<file path="src/hdl/frs_pkg.sv">
// frs_pkg: constants, register map and carrier types of the fault retry sequencer.
// assumes a 20 MHz system clock and 32-bit AXI4-Lite register access.
package frs_pkg;
	// ----------------------------------------
	// timing
	// ----------------------------------------
	localparam int unsigned CLK_HZ = 20_000_000;
	localparam int unsigned WAIT_STEP_MS = 100; // wait time resolution and zero-setting floor
	localparam int unsigned TICK_CYCLES = CLK_HZ / 1000 * WAIT_STEP_MS;
	localparam int unsigned SUCCESS_MULT_SHIFT = 2; // success needs four times the wait
	// ----------------------------------------
	// register byte offsets
	// ----------------------------------------
	localparam logic [7:0] ADDR_FAULT_SEL = 8'h00;
	localparam logic [7:0] ADDR_COUNT_LIMIT = 8'h04;
	localparam logic [7:0] ADDR_WAIT_TIME = 8'h08;
	localparam logic [7:0] ADDR_SUCCESS_COUNT = 8'h0c;
	localparam logic [7:0] ADDR_COAST_TIME = 8'h10;
	localparam logic [7:0] ADDR_STATUS = 8'h14;
	// ----------------------------------------
	// reset values and limits
	// ----------------------------------------
	localparam logic [2:0] SEL_RST = 3'h0;
	localparam logic [2:0] SEL_MAX = 3'h5;
	localparam logic [6:0] LIMIT_RST = 7'h00;
	localparam logic [6:0] LIMIT_PLAIN_MAX = 7'h0a;
	localparam logic [6:0] LIMIT_ALARM_BASE = 7'h64;
	localparam logic [6:0] LIMIT_ALARM_MIN = 7'h65;
	localparam logic [6:0] LIMIT_ALARM_MAX = 7'h6e;
	localparam logic [11:0] WAIT_RST = 12'h00a; // tenths of a second: 1 s
	localparam logic [11:0] WAIT_MAX = 12'he10; // 360 s
	localparam logic [11:0] WAIT_FLOOR = 12'h001; // zero acts as 0.1 s
	localparam logic [13:0] COAST_RST = 14'h270f;
	localparam logic [13:0] COAST_OFF = 14'h270f; // 9999: power-failure restart disabled
	localparam logic [15:0] SUCCESS_RST = 16'h0000;
	localparam logic [3:0] FAIL_RST = 4'h0;
	// ----------------------------------------
	// status field positions
	// ----------------------------------------
	localparam int unsigned ST_FAIL_LSB = 0;
	localparam int unsigned ST_ACTIVE = 4;
	localparam int unsigned ST_EXCESS_BIT = 5;
	localparam int unsigned ST_ALARM = 6;
	localparam int unsigned ST_FIRST_LSB = 8;
	localparam int unsigned ST_FIRST_VLD = 13;
	// ----------------------------------------
	// fault classes, one bit each
	// ----------------------------------------
	localparam int unsigned NFAULT = 20;
	localparam int unsigned F_PARAM_STORE = 14;
	localparam logic [19:0] MASK_SEL0 = 20'hf_ffff;
	localparam logic [19:0] MASK_SEL1 = 20'h0_0007;
	localparam logic [19:0] MASK_SEL2 = 20'h0_0038;
	localparam logic [19:0] MASK_SEL3 = 20'h0_003f;
	localparam logic [19:0] MASK_SEL4 = 20'hf_f73f;
	localparam logic [19:0] MASK_SEL5 = 20'h0_0005;
	localparam logic [1:0] RESP_OKAY = 2'h0;
	localparam logic [1:0] RESP_SLVERR = 2'h2;
	// ----------------------------------------
	// carrier types
	// ----------------------------------------
	typedef struct packed {
		logic [2:0] fault_sel;
		logic [6:0] count_limit;
		logic [11:0] wait_time;
		logic [13:0] coast_time;
	} frs_cfg_t;
	typedef struct packed {
		logic [3:0] fail_cnt;
		logic [4:0] first_fault;
		logic first_vld;
	} frs_seq_t;
	typedef enum logic [1:0] {ST_IDLE, ST_WAIT, ST_CHECK, ST_EXCESS} frs_state_t;
endpackage : frs_pkg

</file>
<file path="src/hdl/frs_fault_retry_sequencer.sv">
// frs_fault_retry_sequencer: automatic retry after protective trips of a motor drive.
// assumes trip inputs are one-cycle events on mclk from the fault detectors,
// and that run control performs the restart and soft fault reset it is told to.
//
// Contract
// retry only fault classes enabled by selection
// count limit zero disables retry
// limit 1..10: retries, alarm inactive
// limit 101..110: limit minus 100, alarm on
// too many failures: excess fault, trip
// wait 0..360 s, reset 1 s, zero=0.1 s
// after wait: clear fault, restart at start
// fault-free over 4x wait: success count++
// success clears consecutive failure count
// success count readable, written zero clears
// retry-active output on throughout retry, both polarities
// overcurrent classes per selection table
// overvoltage classes with selections 0,2,3,4
// selections 0,4 add listed fault classes
// overload and thermal relay: selection 0 only
// keep only first fault of sequence
// retry reset keeps accumulated thermal data
// no retry of power-on storage fault
// coast not 9999: use power-failure restart timing
// failures count per recurring trip, cleared at reset
`timescale 1ns/1ns
module frs_fault_retry_sequencer #(
	parameter int unsigned TICK_CYCLES = frs_pkg::TICK_CYCLES
) (
	// clock and reset
	input wire logic mclk,
	input wire logic rst_n,
	// axi4-lite write address and data
	input wire logic [7:0] s_axi_awaddr,
	input wire logic s_axi_awvalid,
	output logic s_axi_awready,
	input wire logic [31:0] s_axi_wdata,
	input wire logic [3:0] s_axi_wstrb,
	input wire logic s_axi_wvalid,
	output logic s_axi_wready,
	// axi4-lite write response
	output logic [1:0] s_axi_bresp,
	output logic s_axi_bvalid,
	input wire logic s_axi_bready,
	// axi4-lite read
	input wire logic [7:0] s_axi_araddr,
	input wire logic s_axi_arvalid,
	output logic s_axi_arready,
	output logic [31:0] s_axi_rdata,
	output logic [1:0] s_axi_rresp,
	output logic s_axi_rvalid,
	input wire logic s_axi_rready,
	// fault detectors
	input wire logic [19:0] trip_event,
	input wire logic power_on_phase,
	// operator reset pin
	input wire logic manual_reset_pin,
	// run control
	output logic fault_reset_soft,
	output logic restart_start_freq,
	output logic restart_pf_timing,
	output logic excess_trip,
	output logic alarm_out,
	output logic retry_active_out,
	output logic retry_active_out_n
);
	// ----------------------------------------
	// registers and state
	// ----------------------------------------
	frs_pkg::frs_cfg_t cfg_ff;
	frs_pkg::frs_seq_t seq_ff;
	frs_pkg::frs_state_t state_ff;
	frs_pkg::frs_state_t nxt_state;
	logic [15:0] success_ff;
	logic [22:0] tick_ff;
	logic [13:0] tenth_ff;
	logic [1:0] mrst_sync_ff;
	logic aw_take;
	logic bvalid_ff;
	logic [1:0] bresp_ff;
	logic rvalid_ff;
	logic [1:0] rresp_ff;
	logic [31:0] rdata_ff;
	logic fault_reset_ff;
	logic restart_ff;
	logic [31:0] wmask;
	logic [31:0] wval;
	logic [19:0] sel_mask;
	logic [19:0] retryable;
	logic any_trip;
	logic any_retryable;
	logic [3:0] permit;
	logic retry_on;
	logic alarm_mode;
	logic tick;
	logic [11:0] wait_eff;
	logic [13:0] success_span;
	logic wait_done;
	logic success;
	logic [3:0] nxt_fail;
	logic over_limit;
	logic [4:0] first_idx;
	logic mrst;
	logic success_wr_zero;

	// ----------------------------------------
	// operator reset synchroniser
	// ----------------------------------------
	// pin is asynchronous to mclk, second stage is the only reader of the first
	always_ff @(posedge mclk or negedge rst_n) begin
		if (!rst_n) begin
			mrst_sync_ff <= 2'b00;
		end else begin
			mrst_sync_ff <= {mrst_sync_ff[0], manual_reset_pin};
		end
	end
	assign mrst = mrst_sync_ff[1];

	// ----------------------------------------
	// setting decode
	// ----------------------------------------
	// selection table per fault class; unknown selections retry nothing
	always_comb begin
		case (cfg_ff.fault_sel)
			3'h0: sel_mask = frs_pkg::MASK_SEL0;
			3'h1: sel_mask = frs_pkg::MASK_SEL1;
			3'h2: sel_mask = frs_pkg::MASK_SEL2;
			3'h3: sel_mask = frs_pkg::MASK_SEL3;
			3'h4: sel_mask = frs_pkg::MASK_SEL4;
			3'h5: sel_mask = frs_pkg::MASK_SEL5;
			default: sel_mask = '0;
		endcase
	end

	// storage fault at power-on never qualifies
	always_comb begin
		retryable = trip_event & sel_mask;
		if (power_on_phase) begin
			retryable[frs_pkg::F_PARAM_STORE] = 1'b0;
		end
	end
	assign any_trip = |trip_event;
	assign any_retryable = |retryable;

	// limit decode; settings outside both bands behave as zero
	always_comb begin
		permit = 4'h0;
		alarm_mode = 1'b0;
		if (cfg_ff.count_limit != 7'h00 && cfg_ff.count_limit <= frs_pkg::LIMIT_PLAIN_MAX) begin
			permit = cfg_ff.count_limit[3:0];
		end else if (cfg_ff.count_limit >= frs_pkg::LIMIT_ALARM_MIN &&
			cfg_ff.count_limit <= frs_pkg::LIMIT_ALARM_MAX) begin
			permit = 4'(cfg_ff.count_limit - frs_pkg::LIMIT_ALARM_BASE);
			alarm_mode = 1'b1;
		end
	end
	assign retry_on = (permit != 4'h0);

	// lowest set class names the trip
	always_comb begin
		first_idx = 5'h00;
		for (int i = frs_pkg::NFAULT - 1; i >= 0; i--) begin
			if (trip_event[i]) begin
				first_idx = 5'(i);
			end
		end
	end

	// ----------------------------------------
	// time base
	// ----------------------------------------
	// zero wait acts as one step of 0.1 s
	assign wait_eff = (cfg_ff.wait_time == 12'h000) ? frs_pkg::WAIT_FLOOR : cfg_ff.wait_time;
	assign success_span = {wait_eff, 2'b00};
	assign tick = (tick_ff == 23'(TICK_CYCLES - 1));

	// prescaler restarts on every state change so each phase times from zero
	always_ff @(posedge mclk or negedge rst_n) begin
		if (!rst_n) begin
			tick_ff <= '0;
		end else if (nxt_state != state_ff || tick) begin
			tick_ff <= '0;
		end else begin
			tick_ff <= tick_ff + 23'd1;
		end
	end

	// tenths elapsed in the current phase
	always_ff @(posedge mclk or negedge rst_n) begin
		if (!rst_n) begin
			tenth_ff <= '0;
		end else if (nxt_state != state_ff) begin
			tenth_ff <= '0;
		end else if (tick && tenth_ff != 14'h3fff) begin
			tenth_ff <= tenth_ff + 14'd1;
		end
	end
	assign wait_done = (state_ff == frs_pkg::ST_WAIT) && (tenth_ff >= {2'b00, wait_eff});
	// strictly longer than four waits, with no trip in the same cycle
	assign success = (state_ff == frs_pkg::ST_CHECK) && (tenth_ff > success_span) && !any_trip;

	// ----------------------------------------
	// sequencer
	// ----------------------------------------
	assign nxt_fail = seq_ff.fail_cnt + 4'd1;
	assign over_limit = (nxt_fail > permit);

	always_comb begin
		nxt_state = state_ff;
		case (state_ff)
			frs_pkg::ST_IDLE: begin
				if (any_retryable && retry_on) begin
					nxt_state = frs_pkg::ST_WAIT;
				end
			end
			frs_pkg::ST_WAIT: begin
				if (wait_done) begin
					nxt_state = frs_pkg::ST_CHECK;
				end
			end
			frs_pkg::ST_CHECK: begin
				if (any_retryable && retry_on) begin
					nxt_state = over_limit ? frs_pkg::ST_EXCESS : frs_pkg::ST_WAIT;
				end else if (any_trip || !retry_on) begin
					nxt_state = frs_pkg::ST_IDLE;
				end else if (success) begin
					nxt_state = frs_pkg::ST_IDLE;
				end
			end
			frs_pkg::ST_EXCESS: begin
				if (mrst) begin
					nxt_state = frs_pkg::ST_IDLE;
				end
			end
			default: nxt_state = frs_pkg::ST_IDLE;
		endcase
	end

	always_ff @(posedge mclk or negedge rst_n) begin
		if (!rst_n) begin
			state_ff <= frs_pkg::ST_IDLE;
		end else begin
			state_ff <= nxt_state;
		end
	end

	// consecutive failures and the first fault of the sequence
	always_ff @(posedge mclk or negedge rst_n) begin
		if (!rst_n) begin
			seq_ff <= '{fail_cnt: frs_pkg::FAIL_RST, first_fault: 5'h00, first_vld: 1'b0};
		end else begin
			if (state_ff == frs_pkg::ST_IDLE && nxt_state == frs_pkg::ST_WAIT) begin
				seq_ff.first_fault <= first_idx;
				seq_ff.first_vld <= 1'b1;
			end
			if (state_ff == frs_pkg::ST_CHECK && any_retryable && retry_on) begin
				seq_ff.fail_cnt <= nxt_fail;
			end else if (success) begin
				seq_ff.fail_cnt <= frs_pkg::FAIL_RST;
			end else if (state_ff == frs_pkg::ST_EXCESS && mrst) begin
				seq_ff.fail_cnt <= frs_pkg::FAIL_RST;
			end
		end
	end

	// one-cycle restart orders at the end of the wait
	// the soft reset is distinct from power-on so accumulated thermal data stay
	always_ff @(posedge mclk or negedge rst_n) begin
		if (!rst_n) begin
			fault_reset_ff <= 1'b0;
			restart_ff <= 1'b0;
		end else begin
			fault_reset_ff <= wait_done;
			restart_ff <= wait_done;
		end
	end

	// ----------------------------------------
	// outputs
	// ----------------------------------------
	assign fault_reset_soft = fault_reset_ff;
	assign restart_start_freq = restart_ff;
	assign restart_pf_timing = (cfg_ff.coast_time != frs_pkg::COAST_OFF);
	assign excess_trip = (state_ff == frs_pkg::ST_EXCESS);
	// alarm held off during retry unless the alarm band was chosen
	assign alarm_out = excess_trip ||
		(alarm_mode && (state_ff == frs_pkg::ST_WAIT || state_ff == frs_pkg::ST_CHECK));
	assign retry_active_out = (state_ff == frs_pkg::ST_WAIT || state_ff == frs_pkg::ST_CHECK);
	assign retry_active_out_n = !retry_active_out;

	// ----------------------------------------
	// register write path
	// ----------------------------------------
	// both channels taken together, only while no response is pending
	assign aw_take = s_axi_awvalid && s_axi_wvalid && !bvalid_ff;
	assign s_axi_awready = aw_take;
	assign s_axi_wready = aw_take;
	assign s_axi_bvalid = bvalid_ff;
	assign s_axi_bresp = bresp_ff;

	// byte strobes merge into the stored word
	always_comb begin
		wmask = {{8{s_axi_wstrb[3]}}, {8{s_axi_wstrb[2]}}, {8{s_axi_wstrb[1]}}, {8{s_axi_wstrb[0]}}};
		wval = '0;
		case (s_axi_awaddr)
			frs_pkg::ADDR_FAULT_SEL: wval = {29'h0, cfg_ff.fault_sel};
			frs_pkg::ADDR_COUNT_LIMIT: wval = {25'h0, cfg_ff.count_limit};
			frs_pkg::ADDR_WAIT_TIME: wval = {20'h0, cfg_ff.wait_time};
			frs_pkg::ADDR_COAST_TIME: wval = {18'h0, cfg_ff.coast_time};
			frs_pkg::ADDR_SUCCESS_COUNT: wval = {16'h0, success_ff};
			default: wval = '0;
		endcase
		wval = (wval & ~wmask) | (s_axi_wdata & wmask);
	end

	// configuration; out-of-range selection and wait are clamped on write
	always_ff @(posedge mclk or negedge rst_n) begin
		if (!rst_n) begin
			cfg_ff <= '{fault_sel: frs_pkg::SEL_RST, count_limit: frs_pkg::LIMIT_RST,
				wait_time: frs_pkg::WAIT_RST, coast_time: frs_pkg::COAST_RST};
		end else if (aw_take) begin
			case (s_axi_awaddr)
				frs_pkg::ADDR_FAULT_SEL: begin
					cfg_ff.fault_sel <= (wval[2:0] > frs_pkg::SEL_MAX) ? frs_pkg::SEL_MAX : wval[2:0];
				end
				frs_pkg::ADDR_COUNT_LIMIT: cfg_ff.count_limit <= wval[6:0];
				frs_pkg::ADDR_WAIT_TIME: begin
					cfg_ff.wait_time <= (wval[11:0] > frs_pkg::WAIT_MAX) ? frs_pkg::WAIT_MAX : wval[11:0];
				end
				frs_pkg::ADDR_COAST_TIME: cfg_ff.coast_time <= wval[13:0];
				default: cfg_ff <= cfg_ff;
			endcase
		end
	end

	// success count: a written zero clears, an increment in the same cycle leaves one
	assign success_wr_zero = aw_take && (s_axi_awaddr == frs_pkg::ADDR_SUCCESS_COUNT) &&
		(wval[15:0] == 16'h0000);
	always_ff @(posedge mclk or negedge rst_n) begin
		if (!rst_n) begin
			success_ff <= frs_pkg::SUCCESS_RST;
		end else if (success) begin
			success_ff <= success_wr_zero ? 16'h0001 : success_ff + 16'd1;
		end else if (success_wr_zero) begin
			success_ff <= frs_pkg::SUCCESS_RST;
		end
	end

	// write response; unmapped addresses answer slave error
	always_ff @(posedge mclk or negedge rst_n) begin
		if (!rst_n) begin
			bvalid_ff <= 1'b0;
			bresp_ff <= frs_pkg::RESP_OKAY;
		end else if (aw_take) begin
			bvalid_ff <= 1'b1;
			case (s_axi_awaddr)
				frs_pkg::ADDR_FAULT_SEL, frs_pkg::ADDR_COUNT_LIMIT, frs_pkg::ADDR_WAIT_TIME,
				frs_pkg::ADDR_SUCCESS_COUNT, frs_pkg::ADDR_COAST_TIME,
				frs_pkg::ADDR_STATUS: bresp_ff <= frs_pkg::RESP_OKAY;
				default: bresp_ff <= frs_pkg::RESP_SLVERR;
			endcase
		end else if (s_axi_bready) begin
			bvalid_ff <= 1'b0;
		end
	end

	// ----------------------------------------
	// register read path
	// ----------------------------------------
	assign s_axi_arready = !rvalid_ff;
	assign s_axi_rvalid = rvalid_ff;
	assign s_axi_rdata = rdata_ff;
	assign s_axi_rresp = rresp_ff;

	always_ff @(posedge mclk or negedge rst_n) begin
		if (!rst_n) begin
			rvalid_ff <= 1'b0;
			rresp_ff <= frs_pkg::RESP_OKAY;
			rdata_ff <= '0;
		end else if (s_axi_arvalid && !rvalid_ff) begin
			rvalid_ff <= 1'b1;
			rresp_ff <= frs_pkg::RESP_OKAY;
			rdata_ff <= '0;
			case (s_axi_araddr)
				frs_pkg::ADDR_FAULT_SEL: rdata_ff <= {29'h0, cfg_ff.fault_sel};
				frs_pkg::ADDR_COUNT_LIMIT: rdata_ff <= {25'h0, cfg_ff.count_limit};
				frs_pkg::ADDR_WAIT_TIME: rdata_ff <= {20'h0, cfg_ff.wait_time};
				frs_pkg::ADDR_SUCCESS_COUNT: rdata_ff <= {16'h0, success_ff};
				frs_pkg::ADDR_COAST_TIME: rdata_ff <= {18'h0, cfg_ff.coast_time};
				frs_pkg::ADDR_STATUS: begin
					rdata_ff[frs_pkg::ST_FAIL_LSB +: 4] <= seq_ff.fail_cnt;
					rdata_ff[frs_pkg::ST_ACTIVE] <= retry_active_out;
					rdata_ff[frs_pkg::ST_EXCESS_BIT] <= excess_trip;
					rdata_ff[frs_pkg::ST_ALARM] <= alarm_out;
					rdata_ff[frs_pkg::ST_FIRST_LSB +: 5] <= seq_ff.first_fault;
					rdata_ff[frs_pkg::ST_FIRST_VLD] <= seq_ff.first_vld;
				end
				default: rresp_ff <= frs_pkg::RESP_SLVERR;
			endcase
		end else if (s_axi_rready) begin
			rvalid_ff <= 1'b0;
		end
	end
endmodule : frs_fault_retry_sequencer

</file>
<file path="config.mk">
export PLATFORM = sky130hd
export DESIGN_NAME = frs_fault_retry_sequencer
export DESIGN_NICKNAME = d
export VERILOG_FILES = /design/src/hdl/frs_pkg.sv /design/src/hdl/frs_fault_retry_sequencer.sv
export SDC_FILE = /design/constraint.sdc
export NUM_CORES = 1
export LEC_CHECK = 0
export CORE_ASPECT_RATIO = 0.9
export CORE_MARGIN = 2
export CORE_UTILIZATION = 55
export DETAILED_ROUTE_END_ITERATION = 6
export DONT_BUFFER_PORTS = 1
export GPL_TIMING_DRIVEN = 0
export HOLD_SLACK_MARGIN = 0.1
export PLACE_DENSITY = 0.78
export SLEW_MARGIN = 0
export SYNTH_ARGS = -nofsm -noshare
export SYNTH_HDL_FRONTEND = slang
export SYNTH_SLANG_ARGS = --single-unit
</file>
<file path="constraint.sdc">
create_clock -name mclk -period 4.4 [get_ports mclk]
set_clock_uncertainty 0.2 [all_clocks]
set_input_delay 0.88 -clock mclk [delete_from_list [all_inputs] [get_ports mclk]]
set_output_delay 0.88 -clock mclk [all_outputs]
set_load 0.05 [all_outputs]
</file>
==> flow_metrics.tcl, run 1 <==
set metrics [dict create \
    synth_sequential_area_ratio_pct 39.21 \
    worst_path_most_repeated_cell "inv_1" \
    fin_setup_tns_ns 0 \
    worst-endpoint-required_ns 3.32 \
    final_antenna_net_count 0 \
    hold_path_class "in -> async" \
    setup_violations 0 \
    clockRootBuffer "clkbuf_16" \
    worstPathArrival_ns 3.16 \
    synthArstFlopShare_pct 100.0 \
    total_leakage_power_nw 3.935 \
    drt_pre_antenna_iters 7 \
    cts_sinks 124 \
    path_cells "inv_1 > ha_1 > inv_1 > o21bai_1" \
    pin_count 129 \
    detailedPlacementHpwl_mm 16.18 \
    flip_flop_and_latch_count_after_synthesis 124 \
    vias_in_the_first_global_route 6565 \
    ctsHtreeMaxLevel 4 \
    clk_path_buf_depth 2 \
    synthesis.instances 867 \
    syn-cell-area_um2 7945 \
    maxCapViolCount 0 \
    fp.dieArea_um2 15420 \
    cp-start-kind "register" \
    insertion_delay_ns 0.43 \
    critical_path_class "reg -> out" \
    die_width_um 130.7 \
    placeableCoreArea_um2 14060 \
    floorplan.initialDensity_pct 56.52 \
    post-place-ws_ns 0.1456 \
    synth_enable_flop_cells 0 \
    detail_route.wl_per_cell_um 19.73 \
    synth.top_cell.area_share_pct 35.91 \
    violated_checks "design-rule violations" \
    synth.area.top_cells "dfrtp_1 36%, ha_1 6.3%, nor2_1 4.4%" \
    tightestPinTransition_ns 1.281 \
    cp_num_buf_inv 2 \
    pwr_density_cell_nw_per_um2 313.6 \
    final_min_period_over_clock_period_pct 96.27 \
    cell_with_the_largest_stage_delay_on_the_worst_path "o21bai_1" \
    final.hold.worst_slack_ns 0.1476 \
    tritoncts.num_buffers 17 \
    vias 7012 \
    slew_violations 0 \
    fill_cells 1174 \
    gr-usage-all-layers_pct 29.57 \
    yosys.area.top_type "dfrtp_1" \
    synth_warnings 0 \
    tritoncts "done" \
    crit_end_category "output port" \
    instances_no_fill 1117 \
    clk_pin_slew_ns 0.06 \
    gr-total-overflow 0 \
    timing.critical_path.fanout_max 5 \
    utilization_pct 63.46 \
    final_min_period_ns 4.236 \
    final_critical_path_setup_slack_ns 0.1640 \
    detail_route.drc_violations 22 \
    gp_routability_congestion 0.9936 \
    place_inst 1077 \
    final_wl_mm 22.04 \
    antenna-diode-count 0 \
    nNetsFinal 1032 \
    timing.max_slew.rel_slack_pct 14.44 \
    max-vdd-ir-drop_uv 334.2 \
    die_h_um 118.0 \
    largest_net_degree_at_the_start_of_global_routing 115 \
    antenna_violations_before_repair 0 \
    placement_rows 41 \
    vias_per_cell 6.278 \
    worst_path_dominant_cell_family "compound AO/OA/AOI/OAI gates" \
    max_stage_delay_ns 1.03 \
    synth_cell_types 76 \
    syn_avg_cell_area_um2 9.164 \
    grt_pass1_wl_mm 34.84 \
    hold_viol 0 \
    outcome "finished, violations left" \
    rsz_0062_raised_after_global_routing "false" \
    buffer_ports.inserted 0 \
    area.growth.synth_to_final_pct 12.27 \
    final_layout_size_suffix_gt1_share_pct 11.47 \
    initialDrtViolationCount 890 \
    timing.fmax_mhz 236.1 \
    ys.flop_type "dfrtp_1" \
]
what timing repair did:
action,CTS,global route
buffers inserted,0,4
resized for setup,0,4
endpoints found under the setup margin,0,30
hold buffers,2,0
endpoints found under the hold margin,114,0
final cells by class:
class | count | area (um^2) | share of cell area [%]
Clock inverter | 10 | 116.4 | 1.305
Sequential cell | 124 | 3115 | 34.93
Timing Repair Buffer | 8 | 86.33 | 0.9679
Inverter | 37 | 138.9 | 1.557
Buffer | 56 | 301.5 | 3.381
Multi-Input combinational cell | 667 | 4456 | 49.95
Clock buffer | 22 | 464.2 | 5.204
Tap cell | 193 | 241.5 | 2.707
through the flow:
stage	area (um^2)	total power, mW
floorplan	8009	1.354
global placement	8250	1.390
detailed placement	8250	1.393
CTS	8869	2.798
global route	8920	2.871
finish	8920	2.797
layer usage:
metal	part of all wire, %	wire [um]	global-route usage [%]
met1	42	9350	41.77
met2	42	9343	41.28
met3	12	2672	11.18
met4	3.0	670	10.77
met5	0	0	0
cell usage in the layout (no fill, tap or decap), types with 26 or more instances in the layout:
| master | n |
|---|---|
| nand3_1 | 43 |
| a21oi_1 | 42 |
| dfrtp_1 | 114 |
| nor3_1 | 28 |
| xor2_1 | 31 |
| ha_1 | 40 |
| clkbuf_1 | 26 |
| o21ai_0 | 40 |
| nand2_1 | 64 |
| nor2_1 | 94 |
| inv_1 | 37 |
cell families after synthesis:
group	synth area share [%]
buffers and inverters	5.512
DFF	39.21
muxes	4.835
other	0.04720
adders and majority gates	6.299
xor gates and xnor gates	5.402
and+or+nand+nor	21.04
AOI/OAI and AO/OA	17.65
synth_stat cells (6+ instances only):
library cell  count
nand2_1          64
ha_1             40
a21oi_1          42
clkbuf_1         25
dfrtp_1         114
and2_1            7
mux2i_1          17
nand2b_1          7
a31oi_1           6
nor2b_1          10
a22o_1           19
nor2_1           94
dfstp_2          10
o21ai_0          40
nor4_1           13
nand3b_1          8
xor2_1           31
nand3_1          43
xnor2_1          18
inv_1            37
and4_1            7
buf_4            20
nor3_1           28
a22oi_1          19
and3_1            8
a221oi_1          6
o22ai_1           8
mux2_2           13
nand4_1          14
power breakdown:
group          internal [mW]  leakage [nW]  switching, mW
registers               1.16          1.59         0.0292
clock network          0.861         0.280          0.529
logic                 0.0668          2.06          0.156
total                   2.08          3.93          0.714
final timing paths:
kind                            startpoint               to  slack (ns)  cells after the start
setup / recovery               state_ff[0]        alarm_out        0.16                      4
hold / removal                       rst_n      tenth_ff[1]        0.15                      1
setup reg to reg                cfg_ff[28]      tick_ff[18]        0.42                     17
hold reg to reg            mrst_sync_ff[0]  mrst_sync_ff[1]        0.15                      0
max in group asynchronous            rst_n       cfg_ff[15]        2.85                      1
min in group mclk          mrst_sync_ff[0]  mrst_sync_ff[1]        0.15                      0
registers in the layout, summed over array words and instances, names as in the netlist:
| signal | flops |
|---|---|
| restart_start_freq | 1 |
| mrst_sync_ff | 2 |
| tenth_ff | 14 |
| state_ff | 2 |
| s_axi_bresp | 1 |
| cfg_ff | 36 |
| tick_ff | 23 |
| seq_ff | 10 |
| s_axi_rvalid | 1 |
| success_ff | 16 |
| s_axi_bvalid | 1 |
| s_axi_rdata | 16 |
| s_axi_rresp | 1 |
Power figures use the tool's default switching activity.
==> run 2, diff against run 1 <==
- ABC_AREA: unset -> 1
==> flow_metrics.tcl, run 2 <==
set metrics [dict create \
    clk_pin_slew_ns 0.06 \
    vias 8041 \
    placement_rows 43 \
    gr-total-overflow 0 \
    max-vdd-ir-drop_uv 324.8 \
    cts_sinks 124 \
    synth_enable_flop_cells 0 \
    wirelength_met1_mm 10.83 \
    synth_warnings 0 \
    final_area_um2 9430 \
    detailedPlacementHpwl_mm 18.23 \
    largestRegisters "cfg_ff: 36 flops, tick_ff: 23 flops" \
    synthMostInstantiatedCell "nand2_1" \
    instances_no_fill 1435 \
    final_antenna_net_count 0 \
    total_leakage_power_nw 4.574 \
    fp.dieArea_um2 16420 \
    cp-start-kind "register" \
    detail_route.drc_violations 0 \
    gr-usage-all-layers_pct 30.11 \
    ys.flop_type "dfrtp_1" \
    detail_route.wl_per_cell_um 16.77 \
    hold_path_class "in -> async" \
    synth_cell_types 52 \
    tritoncts.num_buffers 17 \
    fin_setup_tns_ns 0 \
    synthArstFlopShare_pct 100.0 \
    final_critical_path_setup_slack_ns 0.3428 \
    syn-cell-area_um2 8477 \
    antenna_violations_before_repair 0 \
    placeableCoreArea_um2 15230 \
    hold_viol 0 \
    synthesis.instances 1181 \
    largest_reg_flops 36 \
    syn_avg_cell_area_um2 7.178 \
    wl_met3_mm 2.307 \
    die_h_um 121.8 \
    initialDrtViolationCount 800 \
    nNetsFinal 1341 \
    final_min_period_ns 4.057 \
    rsz_0062_raised_after_global_routing "false" \
    final_min_period_over_clock_period_pct 92.21 \
    top_cells_by_count_synth "279 x nand2_1, 181 x inv_1, 130 x nor2_1" \
    die_width_um 134.9 \
    grt_pass1_wl_mm 38.05 \
    ff2ff_path_depth 21 \
    routed.top_layer "met4" \
    synth.top_cell.area_share_pct 33.65 \
    crit_end_category "output port" \
    pwr_density_cell_nw_per_um2 371.5 \
    insertion_delay_ns 0.43 \
    final_layout_size_suffix_gt1_share_pct 9.489 \
    vias_per_cell 5.603 \
    worst-endpoint-required_ns 3.32 \
    top_register "cfg_ff" \
    maxCapViolCount 0 \
    placement.cell_area_um2 8797 \
    place_inst 1401 \
    buffer_ports.inserted 0 \
    critical_path_class "reg -> out" \
    area.growth.synth_to_final_pct 11.25 \
    resize_count_post_cts 0 \
    pin_count 129 \
    multi_input_area_um2 4484 \
    vias_in_the_first_global_route 7449 \
    drt_pre_antenna_iters 6 \
    clockRootBuffer "clkbuf_16" \
    flip_flop_and_latch_count_after_synthesis 124 \
    worstPathArrival_ns 2.98 \
    wl_met2_mm 10.44 \
    largest_net_degree_at_the_start_of_global_routing 115 \
    setup_violations 0 \
    fill_cells 1421 \
    timing.fmax_mhz 246.5 \
    most-common-layout-cells "279 x nand2_1, 181 x inv_1, 130 x nor2_1, 114 x dfrtp_1, 82 x o21ai_0" \
    seqCellArea_um2 3115 \
    synth.area.top_cells "dfrtp_1 34%, nand2_1 12%, inv_1 8.0%" \
    ctsHtreeMaxLevel 4 \
    outcome "complete, no violations" \
    antenna-diode-count 0 \
    yosys.area.top_type "dfrtp_1" \
    clk_path_buf_depth 2 \
    tightestPinTransition_ns 0.9869 \
    final_common_cell "nand2_1" \
    synth_sequential_area_ratio_pct 36.75 \
    timing.max_slew.rel_slack_pct 33.77 \
    post-place-ws_ns 0.7369 \
    final_wl_mm 24.07 \
    slew_violations 0 \
    floorplan.initialDensity_pct 55.67 \
    tritoncts "done" \
    timing.critical_path.fanout_max 6 \
    gp_routability_congestion 1.005 \
]
run 2: logic make-up after synthesis:
| kind of cell | after synthesis | share of synthesized area [%] |
|---|---|---|
| compound gates | 168 | 11.54 |
| xor+xnor | 32 | 3.306 |
| fa+ha+maj | 40 | 5.904 |
| buf+inv | 222 | 11.10 |
| flops | 124 | 36.75 |
| mux | 3 | 0.3543 |
| other cells | 1 | 0.04424 |
| simple gates | 591 | 31.00 |
run 2: report_power, final:
group	internal, mW	total (mW)	switching (mW)	leakage (nW)
Combinational	0.210	0.805	0.594	2.75
Sequential	1.19	1.26	0.0710	1.54
Clock	0.865	1.43	0.570	0.278
run 2: metal layers:
metal	up-vias	global-route usage, %
li1	3887	-
met1	3710	44.37
met2	387	44.54
met3	57	6.991
met4	0	8.092
met5	-	0
run 2: critical path, stage by stage, from the launching register on:
cell	delay, ns
dfrtp_1	0.46
inv_1	0.14
ha_1	0.63
inv_1	0.43
o21ai_1	0.89
run 2: cell type report:
type	instances	area share (%)
multi-input combinational	852	47.55
sequential	124	33.04
inverter	185	7.364
clock buffer	19	4.803
tap	202	2.680
buffer	37	2.614
clock inverter	13	1.513
timing repair buffer	3	0.4378
run 2: stage by stage:
stage	hold WS, ns	power [mW]	util [%]
final	0.1768	3.504	61.94
after global routing	0.1741	3.650	61.94
after CTS	0.1797	3.510	61.94
after detailed placement	0.1682	2.054	57.78
after global placement	0.1454	2.041	57.75
after floorplan	0.1312	1.886	-
run 2: worst paths after layout:
check | from | to | slack, ns
hold reg to reg | mrst_sync_ff[0] | mrst_sync_ff[1] | 0.18
setup / recovery | state_ff[0] | alarm_out | 0.34
min in group mclk | mrst_sync_ff[0] | mrst_sync_ff[1] | 0.18
setup reg to reg | cfg_ff[21] | seq_ff[5] | 0.61
hold / removal | rst_n | tick_ff[19] | 0.18
max in group asynchronous | rst_n | cfg_ff[10] | 2.80
run 2: repair_timing:
item | 4_1_cts | 5_1_grt
hold buffers | 2 | 0
buffers inserted | 0 | 0
endpoints found under the hold margin | 114 | 0
